[config.mk]
export PLATFORM = sky130hd
export DESIGN_NAME = bdio_ports
export DESIGN_NICKNAME = d
export VERILOG_FILES = /design/src/bdio_pkg.sv /design/src/bdio_ports.sv
export SDC_FILE = /design/constraint.sdc
export NUM_CORES = 1
export LEC_CHECK = 0
export ABC_AREA = 1
export BUFFER_PORTS_ARGS = -buffer_cell sky130_fd_sc_hd__buf_4
export CAP_MARGIN = 10
export CORE_ASPECT_RATIO = 1.25
export CORE_MARGIN = 2
export CORE_UTILIZATION = 50
export CTS_CLUSTER_SIZE = 8
export DETAILED_ROUTE_END_ITERATION = 8
export GPL_TIMING_DRIVEN = 0
export HOLD_SLACK_MARGIN = 0.08
export PLACE_DENSITY = 0.8
export SLEW_MARGIN = 15
export SYNTH_ARGS = -nofsm -noshare
export SYNTH_HDL_FRONTEND = slang
export SYNTH_SLANG_ARGS = --single-unit
[constraint.sdc]
create_clock -name I_MCLK -period 3.6 [get_ports I_MCLK]
set_input_delay 0.36 -clock I_MCLK [delete_from_list [all_inputs] [get_ports I_MCLK]]
set_output_delay 0.36 -clock I_MCLK [all_outputs]
set_load 0.005 [all_outputs]
[src/bdio_pkg.sv]
package bdio_pkg;

  // Port widths
  localparam int P0_W = 3;
  localparam int P1_W = 4;

  // Register byte offsets (APB, one aligned word each)
  localparam logic [7:0] OFF_LATCH0  = 8'h00;
  localparam logic [7:0] OFF_DIR0    = 8'h04;
  localparam logic [7:0] OFF_PULLUP0 = 8'h08;
  localparam logic [7:0] OFF_LATCH1  = 8'h10;
  localparam logic [7:0] OFF_DIR1    = 8'h14;
  localparam logic [7:0] OFF_PULLUP1 = 8'h18;
  localparam logic [7:0] OFF_ALTEN   = 8'h20;
  localparam logic [7:0] OFF_SERCTL  = 8'h24;

  // Reset values: direction 1 = input
  localparam logic [P0_W-1:0] DIR0_RST = 3'h7;
  localparam logic [P1_W-1:0] DIR1_RST = 4'hf;
  localparam logic [P0_W-1:0] ZERO0    = 3'h0;
  localparam logic [P1_W-1:0] ZERO1    = 4'h0;

  // Alternate-enable field layout (bits 2:0 port 0, bits 6:4 port 1 outputs)
  localparam int ALT0_LSB  = 0;
  localparam int ALT1_LSB  = 4;
  // Serial control: transmit output level bit
  localparam int TXLV_BIT  = 0;

  // Pin-side carrier for one port
  typedef struct packed {
    logic [P1_W-1:0] out;
    logic [P1_W-1:0] oe;
    logic [P1_W-1:0] pu;
  } bdio_pins_s;

  // Whole register state
  typedef struct packed {
    logic [P0_W-1:0] latch0;
    logic [P0_W-1:0] dir0;
    logic [P0_W-1:0] pu0;
    logic [P1_W-1:0] latch1;
    logic [P1_W-1:0] dir1;
    logic [P1_W-1:0] pu1;
    logic [P0_W-1:0] alt0;
    logic [2:0]      alt1;
    logic            txlv;
    logic [P0_W-1:0] sync0_a;
    logic [P0_W-1:0] sync0_b;
    logic [P1_W-1:0] sync1_a;
    logic [P1_W-1:0] sync1_b;
    logic [31:0]     prdata;
    logic            pready;
    logic            pslverr;
    logic [P0_W-1:0] out0;
    logic [P0_W-1:0] oe0;
    logic [P0_W-1:0] pue0;
    logic [P1_W-1:0] out1;
    logic [P1_W-1:0] oe1;
    logic [P1_W-1:0] pue1;
  } bdio_state_s;

endpackage

[src/bdio_ports.sv]
// The register offsets and the APB interface to the registers were left to the implementer.
`timescale 1ns/1ps
// Behaviour
// RULE1: Port 0 pins have latch, per-bit direction
// RULE2: Port 0 per-bit pull-up, input mode only
// RULE3: Reset puts all port 0 pins input
// RULE4: Port 0 carries interrupt and timer functions
// RULE5: Port 1 pins have latch, per-bit direction
// RULE6: Port 1 per-bit pull-up while input
// RULE7: Reset puts all port 1 pins input
// RULE8: Port 1 carries irq, serial, timer functions
// RULE9: Software clears tx level before GPIO use
// RULE10: Read gives pin when input, latch otherwise
module bdio_ports (
  input  wire logic                      I_MCLK,
  input  wire logic                      I_RST_B,
  input  wire logic                      I_PSEL,
  input  wire logic                      I_PENABLE,
  input  wire logic                      I_PWRITE,
  input  wire logic [7:0]                I_PADDR,
  input  wire logic [31:0]               I_PWDATA,
  input  wire logic [3:0]                I_PSTRB,
  output logic      [31:0]               O_PRDATA,
  output logic                           O_PREADY,
  output logic                           O_PSLVERR,
  input  wire logic [bdio_pkg::P0_W-1:0] I_P0_PIN,
  output logic      [bdio_pkg::P0_W-1:0] O_P0_OUT,
  output logic      [bdio_pkg::P0_W-1:0] O_P0_OE,
  output logic      [bdio_pkg::P0_W-1:0] O_P0_PU,
  input  wire logic [bdio_pkg::P1_W-1:0] I_P1_PIN,
  output logic      [bdio_pkg::P1_W-1:0] O_P1_OUT,
  output logic      [bdio_pkg::P1_W-1:0] O_P1_OE,
  output logic      [bdio_pkg::P1_W-1:0] O_P1_PU,
  input  wire logic [bdio_pkg::P0_W-1:0] I_ALT0_OUT,
  input  wire logic [2:0]                I_ALT1_OUT,
  input  wire logic                      I_SER_TX,
  output logic      [bdio_pkg::P0_W-1:0] O_ALT0_IN,
  output logic      [bdio_pkg::P1_W-1:0] O_ALT1_IN,
  output logic                           O_TX_LEVEL
);

  // Register state and its next value
  bdio_pkg::bdio_state_s     s_r;
  bdio_pkg::bdio_state_s     s_nxt;
  // Bus decode
  logic                      acc;
  logic                      wr_en;
  logic                      rd_en;
  logic                      hit;
  logic                      wr_ok;
  logic                      we_latch0;
  logic                      we_dir0;
  logic                      we_pu0;
  logic                      we_latch1;
  logic                      we_dir1;
  logic                      we_pu1;
  logic                      we_alten;
  logic                      we_serctl;
  logic [31:0]               rd_val;
  // Pin-side helpers
  logic [3:0]                alt_o1;
  logic [3:0]                drv1;
  logic [3:0]                ser_tx_lv;
  logic [bdio_pkg::P0_W-1:0] view0;
  logic [bdio_pkg::P0_W-1:0] drive0;
  logic [bdio_pkg::P1_W-1:0] view1;
  logic [bdio_pkg::P1_W-1:0] drive1;

  // Access phase, first cycle only; ready follows one cycle later
  assign acc   = I_PSEL & I_PENABLE & ~s_r.pready;
  assign wr_en = acc & I_PWRITE;
  assign rd_en = acc & ~I_PWRITE;
  // Writes use the low byte lane; a cleared strobe leaves state alone
  assign wr_ok = wr_en & hit & I_PSTRB[0];

  // One write strobe per register
  assign we_latch0 = wr_ok & (I_PADDR == bdio_pkg::OFF_LATCH0);
  assign we_dir0   = wr_ok & (I_PADDR == bdio_pkg::OFF_DIR0);
  assign we_pu0    = wr_ok & (I_PADDR == bdio_pkg::OFF_PULLUP0);
  assign we_latch1 = wr_ok & (I_PADDR == bdio_pkg::OFF_LATCH1);
  assign we_dir1   = wr_ok & (I_PADDR == bdio_pkg::OFF_DIR1);
  assign we_pu1    = wr_ok & (I_PADDR == bdio_pkg::OFF_PULLUP1);
  assign we_alten  = wr_ok & (I_PADDR == bdio_pkg::OFF_ALTEN);
  assign we_serctl = wr_ok & (I_PADDR == bdio_pkg::OFF_SERCTL);

  // Serial transmit level acts on the serial path only
  assign ser_tx_lv = {3'h0, I_SER_TX ^ s_r.txlv};
  // Port 1 alternate outputs: pin 0 serial, pins 1 to 3 timers
  assign alt_o1    = {I_ALT1_OUT[2:1], I_ALT1_OUT[0], 1'b0} | ser_tx_lv;        // RULE8
  // Port 1 alternate selects: enable bit 0 claims pins 0 and 1
  assign drv1      = {s_r.alt1, 1'b0} | {3'h0, s_r.alt1[0]};                   // RULE8

  // Per-bit views of port 0: read value and pin drive
  for (genvar b = 0; b < bdio_pkg::P0_W; b++) begin : g_bit0
    // Input bits read the synchronised pin, output bits the latch
    assign view0[b]  = s_r.dir0[b] ? s_r.sync0_b[b] : s_r.latch0[b];          // RULE10
    // Enabled alternate output replaces the latch as pin level; direction still sets the enable
    assign drive0[b] = s_r.alt0[b] ? I_ALT0_OUT[b] : s_r.latch0[b];           // RULE1 RULE4
  end

  // Per-bit views of port 1: read value and pin drive
  for (genvar b = 0; b < bdio_pkg::P1_W; b++) begin : g_bit1
    // Input bits read the synchronised pin, output bits the latch
    assign view1[b]  = s_r.dir1[b] ? s_r.sync1_b[b] : s_r.latch1[b];          // RULE10
    // Enabled alternate output replaces the latch as pin level; direction still sets the enable
    assign drive1[b] = drv1[b] ? alt_o1[b] : s_r.latch1[b];                   // RULE5 RULE8
  end

  // Register read mux; unmapped addresses answer with an error
  always_comb begin
    hit    = 1'b1;
    rd_val = 32'h0;
    unique case (I_PADDR)
      // Port 0 registers
      bdio_pkg::OFF_LATCH0:  rd_val[bdio_pkg::P0_W-1:0] = view0;              // RULE10
      bdio_pkg::OFF_DIR0:    rd_val[bdio_pkg::P0_W-1:0] = s_r.dir0;
      bdio_pkg::OFF_PULLUP0: rd_val[bdio_pkg::P0_W-1:0] = s_r.pu0;
      // Port 1 registers
      bdio_pkg::OFF_LATCH1:  rd_val[bdio_pkg::P1_W-1:0] = view1;              // RULE10
      bdio_pkg::OFF_DIR1:    rd_val[bdio_pkg::P1_W-1:0] = s_r.dir1;
      bdio_pkg::OFF_PULLUP1: rd_val[bdio_pkg::P1_W-1:0] = s_r.pu1;
      // Shared control registers
      bdio_pkg::OFF_ALTEN: begin
        rd_val[bdio_pkg::ALT0_LSB +: bdio_pkg::P0_W] = s_r.alt0;
        rd_val[bdio_pkg::ALT1_LSB +: 3]              = s_r.alt1;
      end
      bdio_pkg::OFF_SERCTL:  rd_val[bdio_pkg::TXLV_BIT] = s_r.txlv;
      default:               hit = 1'b0;
    endcase
  end

  // Next-state logic
  always_comb begin
    s_nxt = s_r;
    // Two-flop pin synchronisers; only the second flop is read
    s_nxt.sync0_a = I_P0_PIN;
    s_nxt.sync0_b = s_r.sync0_a;
    s_nxt.sync1_a = I_P1_PIN;
    s_nxt.sync1_b = s_r.sync1_a;

    // Ready and error answer one cycle after the access is taken
    s_nxt.pready  = I_PSEL & I_PENABLE & ~s_r.pready;
    s_nxt.pslverr = (wr_en | rd_en) & ~hit;
    // Read data holds until the next read
    if (rd_en) begin
      s_nxt.prdata = rd_val;
    end

    // Port 0 registers
    if (we_latch0) begin
      s_nxt.latch0 = I_PWDATA[bdio_pkg::P0_W-1:0];                            // RULE10
    end
    if (we_dir0) begin
      s_nxt.dir0 = I_PWDATA[bdio_pkg::P0_W-1:0];                              // RULE1
    end
    if (we_pu0) begin
      s_nxt.pu0 = I_PWDATA[bdio_pkg::P0_W-1:0];                               // RULE2
    end

    // Port 1 registers
    if (we_latch1) begin
      s_nxt.latch1 = I_PWDATA[bdio_pkg::P1_W-1:0];                            // RULE10
    end
    if (we_dir1) begin
      s_nxt.dir1 = I_PWDATA[bdio_pkg::P1_W-1:0];                              // RULE5
    end
    if (we_pu1) begin
      s_nxt.pu1 = I_PWDATA[bdio_pkg::P1_W-1:0];                               // RULE6
    end

    // Alternate enables and serial control
    if (we_alten) begin
      s_nxt.alt0 = I_PWDATA[bdio_pkg::ALT0_LSB +: bdio_pkg::P0_W];            // RULE4
      s_nxt.alt1 = I_PWDATA[bdio_pkg::ALT1_LSB +: 3];                         // RULE8
    end
    if (we_serctl) begin
      s_nxt.txlv = I_PWDATA[bdio_pkg::TXLV_BIT];
    end

    // Port 0 pin drive; pull-up only while input
    s_nxt.out0 = drive0;                                                      // RULE1 RULE4
    s_nxt.oe0  = ~s_r.dir0;                                                   // RULE1
    s_nxt.pue0 = s_r.pu0 & s_r.dir0;                                          // RULE2
    // Port 1 pin drive; pull-up only while input
    s_nxt.out1 = drive1;                                                      // RULE5 RULE8
    s_nxt.oe1  = ~s_r.dir1;                                                   // RULE5
    s_nxt.pue1 = s_r.pu1 & s_r.dir1;                                          // RULE6
  end

  // State register; reset leaves every pin an input
  always_ff @(posedge I_MCLK or negedge I_RST_B) begin
    if (!I_RST_B) begin
      // Clear everything, then mark every pin an input
      s_r        <= '0;
      s_r.dir0   <= bdio_pkg::DIR0_RST;                                       // RULE3
      s_r.dir1   <= bdio_pkg::DIR1_RST;                                       // RULE7
      // Drivers stay off until software picks output mode
      s_r.oe0    <= bdio_pkg::ZERO0;                                          // RULE3
      s_r.oe1    <= bdio_pkg::ZERO1;                                          // RULE7
    end else begin
      s_r <= s_nxt;
    end
  end

  // Bus answer straight from flops
  assign O_PRDATA   = s_r.prdata;
  assign O_PREADY   = s_r.pready;
  assign O_PSLVERR  = s_r.pslverr;

  // Port 0 pins
  assign O_P0_OUT   = s_r.out0;
  assign O_P0_OE    = s_r.oe0;
  assign O_P0_PU    = s_r.pue0;

  // Port 1 pins
  assign O_P1_OUT   = s_r.out1;
  assign O_P1_OE    = s_r.oe1;
  assign O_P1_PU    = s_r.pue1;

  // Peripheral side: synchronised pin levels and tx level
  assign O_ALT0_IN  = s_r.sync0_b;                                            // RULE4
  assign O_ALT1_IN  = s_r.sync1_b;                                            // RULE8
  assign O_TX_LEVEL = s_r.txlv;

endmodule // bdio_ports

==> metrics.md, run 1 <==
| Metric | Value |
|---|---|
| H-Tree Depth | `3` |
| Reg-to-Reg Start | `O_PREADY$_DFF_PN0_` |
| DRT antenna net count | `0` |
| Final Util | `0.653` |
| Skew-Pair Late Insertion Delay | `340 ps` |
| Initial Util | `0.509` |
| Vias per cell | `4.49` |
| Reg2reg end | `s_r[84]$_DFFE_PN0P_` |
| Worst Path Required | `3820 ps` |
| Setup_tns | `0 ps` |
| Cts repair resizes | `0` |
| Synth Register Bits | `around 70` |
| CP Max Fanout | `9` |
| Fmax | `723 MHz` |
| Antenna violations before repair | `0` |
| Site Rows | `34` |
| Power per cell area | `384 nW/um2` |
| Delay-heaviest family, CP | `simple AND/OR/NAND/NOR gates` |
| Hold_buf cts | `0` |
| Largest cells by area after synthesis | `dfrtp_1 46%, buf_4 13%, nand2_1 9.9%, dfstp_2 5.2%, inv_1 4.2%` |
| Worst Clk Skew | `10.9 ps` |
| Final Setup Violations | `0` |
| IO Port Bufs | `72` |
| Netlist cell types | `27` |
| Worst slew margin | `0.424` |
| Initial DRC count | `131` |
| Filler instances | `574` |
| Aggregate global routing overflow | `0` |
| Placement Setup Slack | `1910 ps` |
| WHS Path Cells | `1` |
| Final #Nets | `548` |
| Vias in the first global route | `2431` |
| Post-DR wirelength/cell | `11.9 um` |
| Final Hold Slack | `120 ps` |
| Ports | `126` |
| Placed cell areas | `about 4200 um2` |
| Unrepaired setup endpoints after global routing | `no` |
| Worst R2R Path Depth | `6` |
| R2R Setup Slk | `2220 ps` |
| Crit-path cells | `nor2_2 > inv_1 > nor2_8 > nand3_2 > nand2_1 > o21ai_1` |
| Finished Cell Area | `4500 um2` |
| Total routed wirelength | `6910 um` |
| Total GRT Usage | `0.188` |
| Inst Count DP | `564` |
| Final Instance Count excl. Fillers | `580` |
| Yosys top cell area share | `0.464` |
| Max Buffers Root-to-Sink | `2` |
| TritonCTS clock tree | `done` |
| Layout cells sized above 1 | `0.416` |
| Slowest CP cell | `dfrtp_1` |
| Vias | `~2600` |
| First-pass GRT wire length | `11100 um` |
| Root Buffer | `clkbuf_8` |
| Peak supply drop | `0.294 mV` |
| Post-route setup slack | `between 2000 and 2500 ps` |
| Status | `finished clean` |
| Die footprint | `a little under 8000 um2` |
| Antenna cells | `0` |
| Post-DP HPWL | `5080 um` |
| Avg Inst Size Synth | `9.27 um2` |
| Hold Path End | `s_nxt[57]$_DFF_PN0_` |
| Chip Height | `between 90 and 100 um` |
| Worst min-delay path class | `input pin to flop` |
| Placer Congestion | `0.826` |
| Hold Violations, Final | `0` |
| Largest net degree at the start of global routing | `73` |
| Hold path startpoint | `I_P1_PIN[2]` |
| Drt pass-1 iters | `4` |
| Setup bufs post-CTS | `0` |
| Max incr delay on CP | `390 ps` |
| P&R area growth vs syn | `28.5%` |
| Maxcap violations | `0` |
| Crit path kind | `flop to flop` |
| Worst Tran Pin Value | `865 ps` |
| Pwr Total | `about 1.7 mW` |
| CP Capture Type | `flop` |
| Yosys top cell by area | `dfrtp_1` |
| Post-route DRC | `0` |
| CTS Buf Count | `9` |
| Period utilization | `0.384` |
| Synth warn | `0` |
| Clock-pin slew of the registers on the worst-case setup and hold paths | `around 70 ps` |
| Sinks on Clock Net | `72` |
| Die extent in x | `78.9 um` |
| Arr. time, crit path | `approximately 1600 ps` |
| Final min period | `1380 ps` |
| Worst Path Buf+Inv | `1` |
| Max Slew Vio Count | `0` |
| Static Leak | `~2.4 nW` |
| Core Footprint | `6890 um2` |
| Post-Syn Area | `3500 um2` |
| Seq/Total Area, Yosys | `0.517` |
| Cells after Synth | `378` |
| Type of origin of the critical path | `flop` |
-- worst max-delay path by stage --
stage / from / end / slack (ps) / depth (start not counted)
CTS: O_PREADY$_DFF_PN0_ / s_r[84]$_DFFE_PN0P_ / 2210 / 6
detailed placement: I_PADDR[4] / s_r[84]$_DFFE_PN0P_ / 1910 / 11
global placement: I_PADDR[1] / s_r[86]$_DFFE_PN0P_ / 1960 / 7
floorplan: I_PADDR[0] / s_r[73]$_DFFE_PN0P_ / 2220 / 11
global route: O_PREADY$_DFF_PN0_ / s_r[85]$_DFFE_PN0P_ / 2100 / 6
finish: O_PREADY$_DFF_PN0_ / s_r[84]$_DFFE_PN0P_ / 2220 / 6
-- logic make-up (layout without fill, tap and decap cells) --
group                     Yosys count  after routing  share of synthesized area
other                               1             25                    0.00107
and+or+nand+nor                   144            144                      0.215
xor gates and xnor gates            1              1                    0.00250
AOI/OAI and AO/OA                  52             52                     0.0814
DFF                                72             72                      0.517
buffers and inverters             108            196                      0.183
-- worst register-to-register path, stage by stage (launching register included) --
cell and delay (ps):
dfrtp_1 390, nor2_2 120, inv_1 140, nor2_8 220, nand3_2 210, nand2_1 130
o21ai_1 60
-- metal layers --
layer,global-route usage,wire [um]
met1,0.222,2670
met3,0.0279,436
met4,0.107,170
met5,0,0
met2,0.323,3630
-- Yosys cell counts (all sizes together) --
library cell  number
conb               1
a21oi              2
or2                1
nand4              1
nand2            109
nand3             12
inv               46
o21ai             49
buf               61
dfrtp             65
dfstp              7
xnor2              1
nor2              21
o31ai              1
clkinv             1
-- where the power goes --
part / internal [mW] / total [mW] / switching [mW]
logic: 0.0595 / 0.119 / 0.0598
registers: 0.818 / 0.823 / 0.00421
clock network: 0.501 / 0.789 / 0.288
total: 1.38 / 1.73 / 0.352
-- area by class of cell --
| class | instances | area [um2] | area share |
|---|---|---|---|
| Buffer | 61 | 465 | 0.103 |
| Timing Repair Buffer | 72 | 541 | 0.120 |
| Sequential cell | 72 | 1810 | 0.402 |
| Multi-Input combinational cell | 222 | 1140 | 0.254 |
| Tap cell | 90 | 113 | 0.0250 |
| Clock buffer | 12 | 155 | 0.0345 |
| Inverter | 47 | 176 | 0.0392 |
| Clock inverter | 4 | 98.8 | 0.0220 |
-- placed cells by master, fill, tap and decap left out, drive strengths merged --
cell type,count
xnor2,1
nor2,21
bufinv,3
clkbuf,12
buf,133
o21ai,49
or2,1
nand4,1
conb,25
nand3,12
inv,47
nand2,109
dfstp,7
a21oi,2
clkinv,1
dfrtp,65
o31ai,1
-- state kept, by name (all words and copies together), names as in the netlist, 3 cells and up --
name / cells
O_ALT0_IN: 3
O_ALT1_IN: 4
O_P0_OE: 3
O_P0_OUT: 3
O_P0_PU: 3
O_P1_OE: 4
O_P1_OUT: 4
O_P1_PU: 4
O_PRDATA: 7
s_nxt: 7
s_r: 27
No activity file was read; power rests on OpenSTA's default activity.
==> run 2: changes to the inputs <==
ABC_AREA = 0   (was 1)
CORE_UTILIZATION = 44   (was 50)
PLACE_DENSITY = 0.76   (was 0.8)
clock period = 1.2 ns   (was 3.6 ns; I/O delays follow)
==> metrics.md, run 2 <==
| Metric | Value |
|---|---|
| Commonest non-fill, non-tap cells in the layout | `139 x buf_4, 65 x dfrtp_1, 25 x conb_1, 22 x dlygate4sd3_1, 17 x nand2_1` |
| Final Instance Count excl. Fillers | `524` |
| Clock-pin slew of the registers on the worst-case setup and hold paths | `80 ps` |
| Seq/Total Area, Yosys | `0.541` |
| Post-Syn Area | `3350 um2` |
| Hold path startpoint | `I_PADDR[6]` |
| Crit path kind | `flop to flop` |
| Count leader, synth | `dfrtp_1` |
| Core Footprint | `7360 um2` |
| Hold Path End | `O_PSLVERR$_DFF_PN0_` |
| Largest cells by area after synthesis | `dfrtp_1 49%, buf_4 14%, mux2_2 9.4%, dfstp_2 5.5%, nand2_1 2.2%` |
| Skew-Pair Late Insertion Delay | `350 ps` |
| Reg2reg end | `s_r[85]$_DFFE_PN0P_` |
| Status | `complete, but fails checks` |
| Post-route DRC | `0` |
| Worst Tran Pin Value | `645 ps` |
| Type of origin of the critical path | `flop` |
| CTS Buf Count | `9` |
| Post-route setup slack | `-413 ps` |
| Die footprint | `8320 um2` |
| Worst slew margin | `0.570` |
| Yosys top cell area share | `0.486` |
| Antenna violations before repair | `0` |
| Post-synth EDFFs | `0` |
| Ports | `126` |
| Worst min-delay path class | `input pin to flop` |
| Worst R2R Path Depth | `6` |
| IO Port Bufs | `72` |
| WHS Path Cells | `3` |
| Uppermost routed layer | `met4` |
| Sinks on Clock Net | `72` |
| Synth Register Bits | `72` |
| Met2 wire len | `4150 um` |
| H-Tree Depth | `3` |
| Ys async rst share | `1.00` |
| Static Leak | `between 2 and 3 nW` |
| Worst Clk Skew | `7.01 ps` |
| Chip Height | `101 um` |
| Top FF cell, synth | `dfrtp_1` |
| Hold Violations, Final | `0` |
| Met3 Wirelength | `412 um` |
| Total GRT Usage | `0.191` |
| Post-DR wirelength/cell | `14.8 um` |
| Met1 WL | `3050 um` |
| First-pass GRT wire length | `11700 um` |
| Initial Util | `0.455` |
| Final Setup Violations | `35` |
| List of most frequent post-synthesis cells | `65 x dfrtp_1, 61 x buf_4, 28 x mux2_2` |
| Fmax | `620 MHz` |
| Filler instances | `566` |
| CP Capture Type | `flop` |
| Antenna cells | `0` |
| Total routed wirelength | `between 7000 and 8000 um` |
| Max Buffers Root-to-Sink | `2` |
| Period utilization | `1.34` |
| TritonCTS clock tree | `done` |
| Peak supply drop | `0.671 mV` |
| DRT antenna net count | `0` |
| Netlist cell types | `43` |
| R2R Setup Slk | `-410 ps` |
| Site Rows | `35` |
| Initial DRC count | `approximately 200` |
| Drt pass-1 iters | `6` |
| Max Slew Vio Count | `0` |
| CP Max Fanout | `5` |
| Avg Inst Size Synth | `between 10 and 15 um2` |
| Largest net degree at the start of global routing | `73` |
| Die extent in x | `82.0 um` |
| Final Hold Slack | `122 ps` |
| Vias per cell | `4.69` |
| Root Buffer | `clkbuf_8` |
| Placer Congestion | `0.836` |
| Unrepaired setup endpoints after global routing | `yes` |
| Worst Path Required | `1440 ps` |
| Inst Count DP | `469` |
| Maxcap violations | `0` |
| Post-DP HPWL | `approximately 5000 um` |
| Final min period | `roughly 1600 ps` |
| Layout cells sized above 1 | `0.535` |
| Vias | `2457` |
| Pwr Total | `5.59 mW` |
| Max reg flops | `27` |
| Top reg by flops | `s_r` |
| Final #Nets | `490` |
| Vias in the first global route | `between 2000 and 2500` |
| Cells after Synth | `around 280` |
| Setup_tns | `-11960 ps` |
| Arr. time, crit path | `1850 ps` |
| Reg-to-Reg Start | `O_PREADY$_DFF_PN0_` |
| Synth warn | `0` |
| Failing checks | `negative setup slack` |
| Yosys top cell by area | `dfrtp_1` |
| Aggregate global routing overflow | `0` |
| P&R area growth vs syn | `47.6%` |
| Power per cell area | `1130 nW/um2` |
| Commonest non-fill, non-tap cell in the layout | `buf_4` |
==> run 2: changes by cell type in the layout (fill, tap and decap cells not counted), sizes merged, moves of 5 or more <==
| cell | previous run | this run |
|---|---|---|
| nand2 | 109 | 21 |
| inv | 47 | 10 |
| mux2 | 0 | 28 |
| nand3 | 12 | 4 |
| buf | 133 | 152 |
| dlygate4sd3 | 0 | 22 |
| nor2 | 21 | 11 |
| o21ai | 49 | 14 |
| and2 | 0 | 6 |
| nor3 | 0 | 5 |
==> run 2: worst max-delay path by stage <==
stage	cells past startpoint	to	from	slack, ps
after floorplan	5	s_r[76]$_DFFE_PN0P_	O_PREADY$_DFF_PN0_	-290
after global placement	5	s_r[75]$_DFFE_PN0P_	I_PADDR[4]	-600
after detailed placement	5	s_r[75]$_DFFE_PN0P_	I_PADDR[4]	-600
after CTS	6	s_r[85]$_DFFE_PN0P_	O_PREADY$_DFF_PN0_	-430
after global routing	6	s_r[85]$_DFFE_PN0P_	O_PREADY$_DFF_PN0_	-480
final	6	s_r[85]$_DFFE_PN0P_	O_PREADY$_DFF_PN0_	-410
==> run 2: metrics by stage <==
step	cell area [um2]	utilization	setup WS [ps]
floorplan	3500	-	-290
global placement	4150	0.565	-601
detailed placement	4150	0.565	-599
CTS	4840	0.658	-426
global route	4940	0.671	-482
finish	4940	0.671	-413
==> run 2: metal layers <==
layer,global-route usage,vias to the layer above
li1,-,1171
met1,0.228,1181
met2,0.328,92
met3,0.0428,13
met4,0.0795,0
met5,0,-
==> run 2: worst max-delay path, cell delays in order (launching register included) <==
cell	delay, ps
dfrtp_1	370
and3b_1	230
buf_6	120
nand3_4	120
nor3_4	170
buf_4	160
mux2_2	320
==> run 2: cells by family after synthesis <==
family	after synthesis	share of synthesized area
simple gates	61	0.121
xor+xnor	1	0.00262
compound gates	40	0.0763
other cells	1	0.00112
flops	72	0.541
mux	32	0.106
buf+inv	74	0.152
==> run 2: area by class of cell <==
class | count | area (um2) | area share
Sequential cell | 72 | 1810 | 0.367
Multi-Input combinational cell | 159 | 1290 | 0.261
Timing Repair Buffer | 111 | 930 | 0.188
Buffer | 64 | 488 | 0.0988
Clock buffer | 11 | 141 | 0.0286
Clock inverter | 5 | 128 | 0.0258
Tap cell | 92 | 115 | 0.0233
Inverter | 10 | 37.5 | 0.00760
==> run 2: report_power, final <==
part / switching [mW] / internal (mW) / total, mW
clock network: 0.908 / 1.65 / 2.56
logic: 0.244 / 0.296 / 0.540
registers: 0.0230 / 2.47 / 2.49
total: 1.18 / 4.42 / 5.59
==> run 2: repair_timing <==
item                                    in CTS  in global routing
cloned                                       1                  0
pin swaps                                   11                 12
endpoints found under the setup margin      35                 46
hold buffers                                22                  0
gates resized for setup                     26                 19
buffers inserted                            12                  5
hold endpoints to repair                   106                  0
==> run 3: changes to the inputs <==
==> constraint.sdc (replaced) <==
create_clock -name I_MCLK -period 1.2 [get_ports I_MCLK]
set_input_delay 0.12 -clock I_MCLK [delete_from_list [all_inputs] [get_ports I_MCLK]]
set_output_delay 0.12 -clock I_MCLK [all_outputs]
set_load 0.02 [all_outputs]
==> metrics.md, run 3 (synthesis results as in run 2) <==
| Metric | Value |
|---|---|
| Status | `complete, but fails checks` |
| Failing checks | `negative setup slack` |
| Worst R2R Path Depth | `6` |
| Vias per cell | `4.70` |
| Unrepaired setup endpoints after global routing | `yes` |
| Chip Height | `101 um` |
| Die extent in x | `82.0 um` |
| Total routed wirelength | `7660 um` |
| Vias | `2450` |
| CTS Buf Count | `9` |
| Initial DRC count | `110` |
| Skew-Pair Late Insertion Delay | `360 ps` |
| Post-route setup slack | `-416 ps` |
| Max reg flops | `27` |
| Layout cells sized above 1 | `0.550` |
| First-pass GRT wire length | `11600 um` |
| Final min period | `1620 ps` |
| Max Slew Vio Count | `0` |
| IO Port Bufs | `72` |
| Ports | `about 130` |
| Initial Util | `0.455` |
| Reg2reg end | `O_TX_LEVEL$_DFFE_PN0P_` |
| Top reg by flops | `s_r` |
| Crit path kind | `flop to flop` |
| Worst slew margin | `0.546` |
| Post-DR wirelength/cell | `14.7 um` |
| TritonCTS clock tree | `done` |
| Static Leak | `~2.5 nW` |
| Core Footprint | `7360 um2` |
| Peak supply drop | `0.663 mV` |
| Arr. time, crit path | `roughly 1900 ps` |
| Hold path startpoint | `I_SER_TX` |
| CP Max Fanout | `4` |
| Sinks on Clock Net | `72` |
| Hold Violations, Final | `0` |
| Die footprint | `about 8300 um2` |
| Fmax | `619 MHz` |
| Final Setup Violations | `35` |
| Hold Path End | `O_P1_OUT[0]$_DFF_PN0_` |
| Commonest non-fill, non-tap cell in the layout | `buf_4` |
| Total GRT Usage | `0.189` |
| Drt pass-1 iters | `4` |
| Maxcap violations | `0` |
| Pwr Total | `4.79 mW` |
| Aggregate global routing overflow | `0` |
| R2R Setup Slk | `-420 ps` |
| Worst Path Required | `roughly 1400 ps` |
| Clock-pin slew of the registers on the worst-case setup and hold paths | `around 80 ps` |
| Commonest non-fill, non-tap cells in the layout | `134 x buf_4, 65 x dfrtp_1, 25 x conb_1, 21 x mux2_4, 21 x dlygate4sd3_1` |
| Antenna cells | `0` |
| Setup_tns | `-11640 ps` |
| Largest net degree at the start of global routing | `73` |
| WHS Path Cells | `3` |
| Worst Clk Skew | `9.97 ps` |
| Max Buffers Root-to-Sink | `2` |
| Worst Tran Pin Value | `678 ps` |
| Post-route DRC | `0` |
| Placer Congestion | `0.886` |
| Site Rows | `35` |
| P&R area growth vs syn | `45.5%` |
| Worst min-delay path class | `input pin to flop` |
| Filler instances | `577` |
| CP Capture Type | `flop` |
| Antenna violations before repair | `0` |
| Final #Nets | `487` |
| DRT antenna net count | `0` |
| Vias in the first global route | `~2300` |
| Power per cell area | `between 900 and 1000 nW/um2` |
| Type of origin of the critical path | `flop` |
| Reg-to-Reg Start | `O_PREADY$_DFF_PN0_` |
| Root Buffer | `clkbuf_8` |
| Period utilization | `1.35` |
| H-Tree Depth | `3` |
| Post-DP HPWL | `5150 um` |
==> run 3: cell count changes in the layout (fill, tap and decap cells not counted), sizes merged <==
cell,change
buf,-3
bufinv,-4
clkbuf,-1
clkinv,+4
clkinvlp,+1
dlygate4sd3,-1
inv,+1
==> run 3: final cells by class <==
class                           count  area (um2)  area share
Buffer                             64         488       0.100
Clock buffer                        9         124      0.0254
Clock inverter                      7        47.5     0.00977
Inverter                           10        37.5     0.00771
Multi-Input combinational cell    159        1310       0.269
Sequential cell                    72        1810       0.372
Tap cell                           92         115      0.0236
Timing Repair Buffer              108         938       0.193
==> run 3: routing by layer <==
layer | wire (um) | vias up | GRT usage
li1 | - | 1161 | -
met1 | 3110 | 1188 | 0.236
met2 | 4040 | 86 | 0.323
met3 | 380 | 15 | 0.0383
met4 | 136 | 0 | 0.0692
met5 | 0 | - | 0
==> run 3: through the flow <==
step           utilization  cell area [um2]  setup slack [ps]  hold WS [ps]  instances
2_1_floorplan            -             3500              -382          -176        305
5_1_grt              0.662             4870              -490           107        521
3_5_place_dp         0.565             4150              -597           230        469
3_3_place_gp         0.565             4150              -583           230        469
4_1_cts              0.651             4790              -431          88.0        519
6_report             0.662             4870              -416           105        521
==> run 3: worst max path at each step <==
| stage | from | end | slack, ps | depth (start not counted) |
|---|---|---|---|---|
| global placement | I_PADDR[5] | s_r[76]$_DFFE_PN0P_ | -580 | 5 |
| finish | O_PREADY$_DFF_PN0_ | O_TX_LEVEL$_DFFE_PN0P_ | -420 | 6 |
| floorplan | O_PREADY$_DFF_PN0_ | s_r[76]$_DFFE_PN0P_ | -380 | 5 |
| detailed placement | I_PADDR[5] | s_r[76]$_DFFE_PN0P_ | -600 | 5 |
| global route | O_PREADY$_DFF_PN0_ | O_TX_LEVEL$_DFFE_PN0P_ | -490 | 6 |
| CTS | O_PREADY$_DFF_PN0_ | O_TX_LEVEL$_DFFE_PN0P_ | -430 | 6 |
==> run 3: worst max-delay path, cell delays in order (launching register included) <==
cell and delay (ps):
dfrtp_1 380, and3b_1 230, buf_6 120, nand3_4 120, buf_6 160, nor3b_4 180
mux2_4 320
==> run 3: where the power goes <==
group / internal [mW] / leakage (nW) / switching (mW) / total [mW]
registers: 2.47 / 0.937 / 0.0209 / 2.49
clock network: 0.747 / 0.0854 / 0.936 / 1.68
logic: 0.296 / 1.50 / 0.321 / 0.617
total: 3.51 / 2.52 / 1.28 / 4.79
==> run 3: what timing repair did <==
action / CTS / global route
setup buffers: 13 / 1
endpoints found under the hold margin: 100 / 0
hold buffers: 21 / 0
gates cloned: 0 / 1
resized for setup: 40 / 15
setup endpoints to repair: 35 / 75
pin swaps: 12 / 9
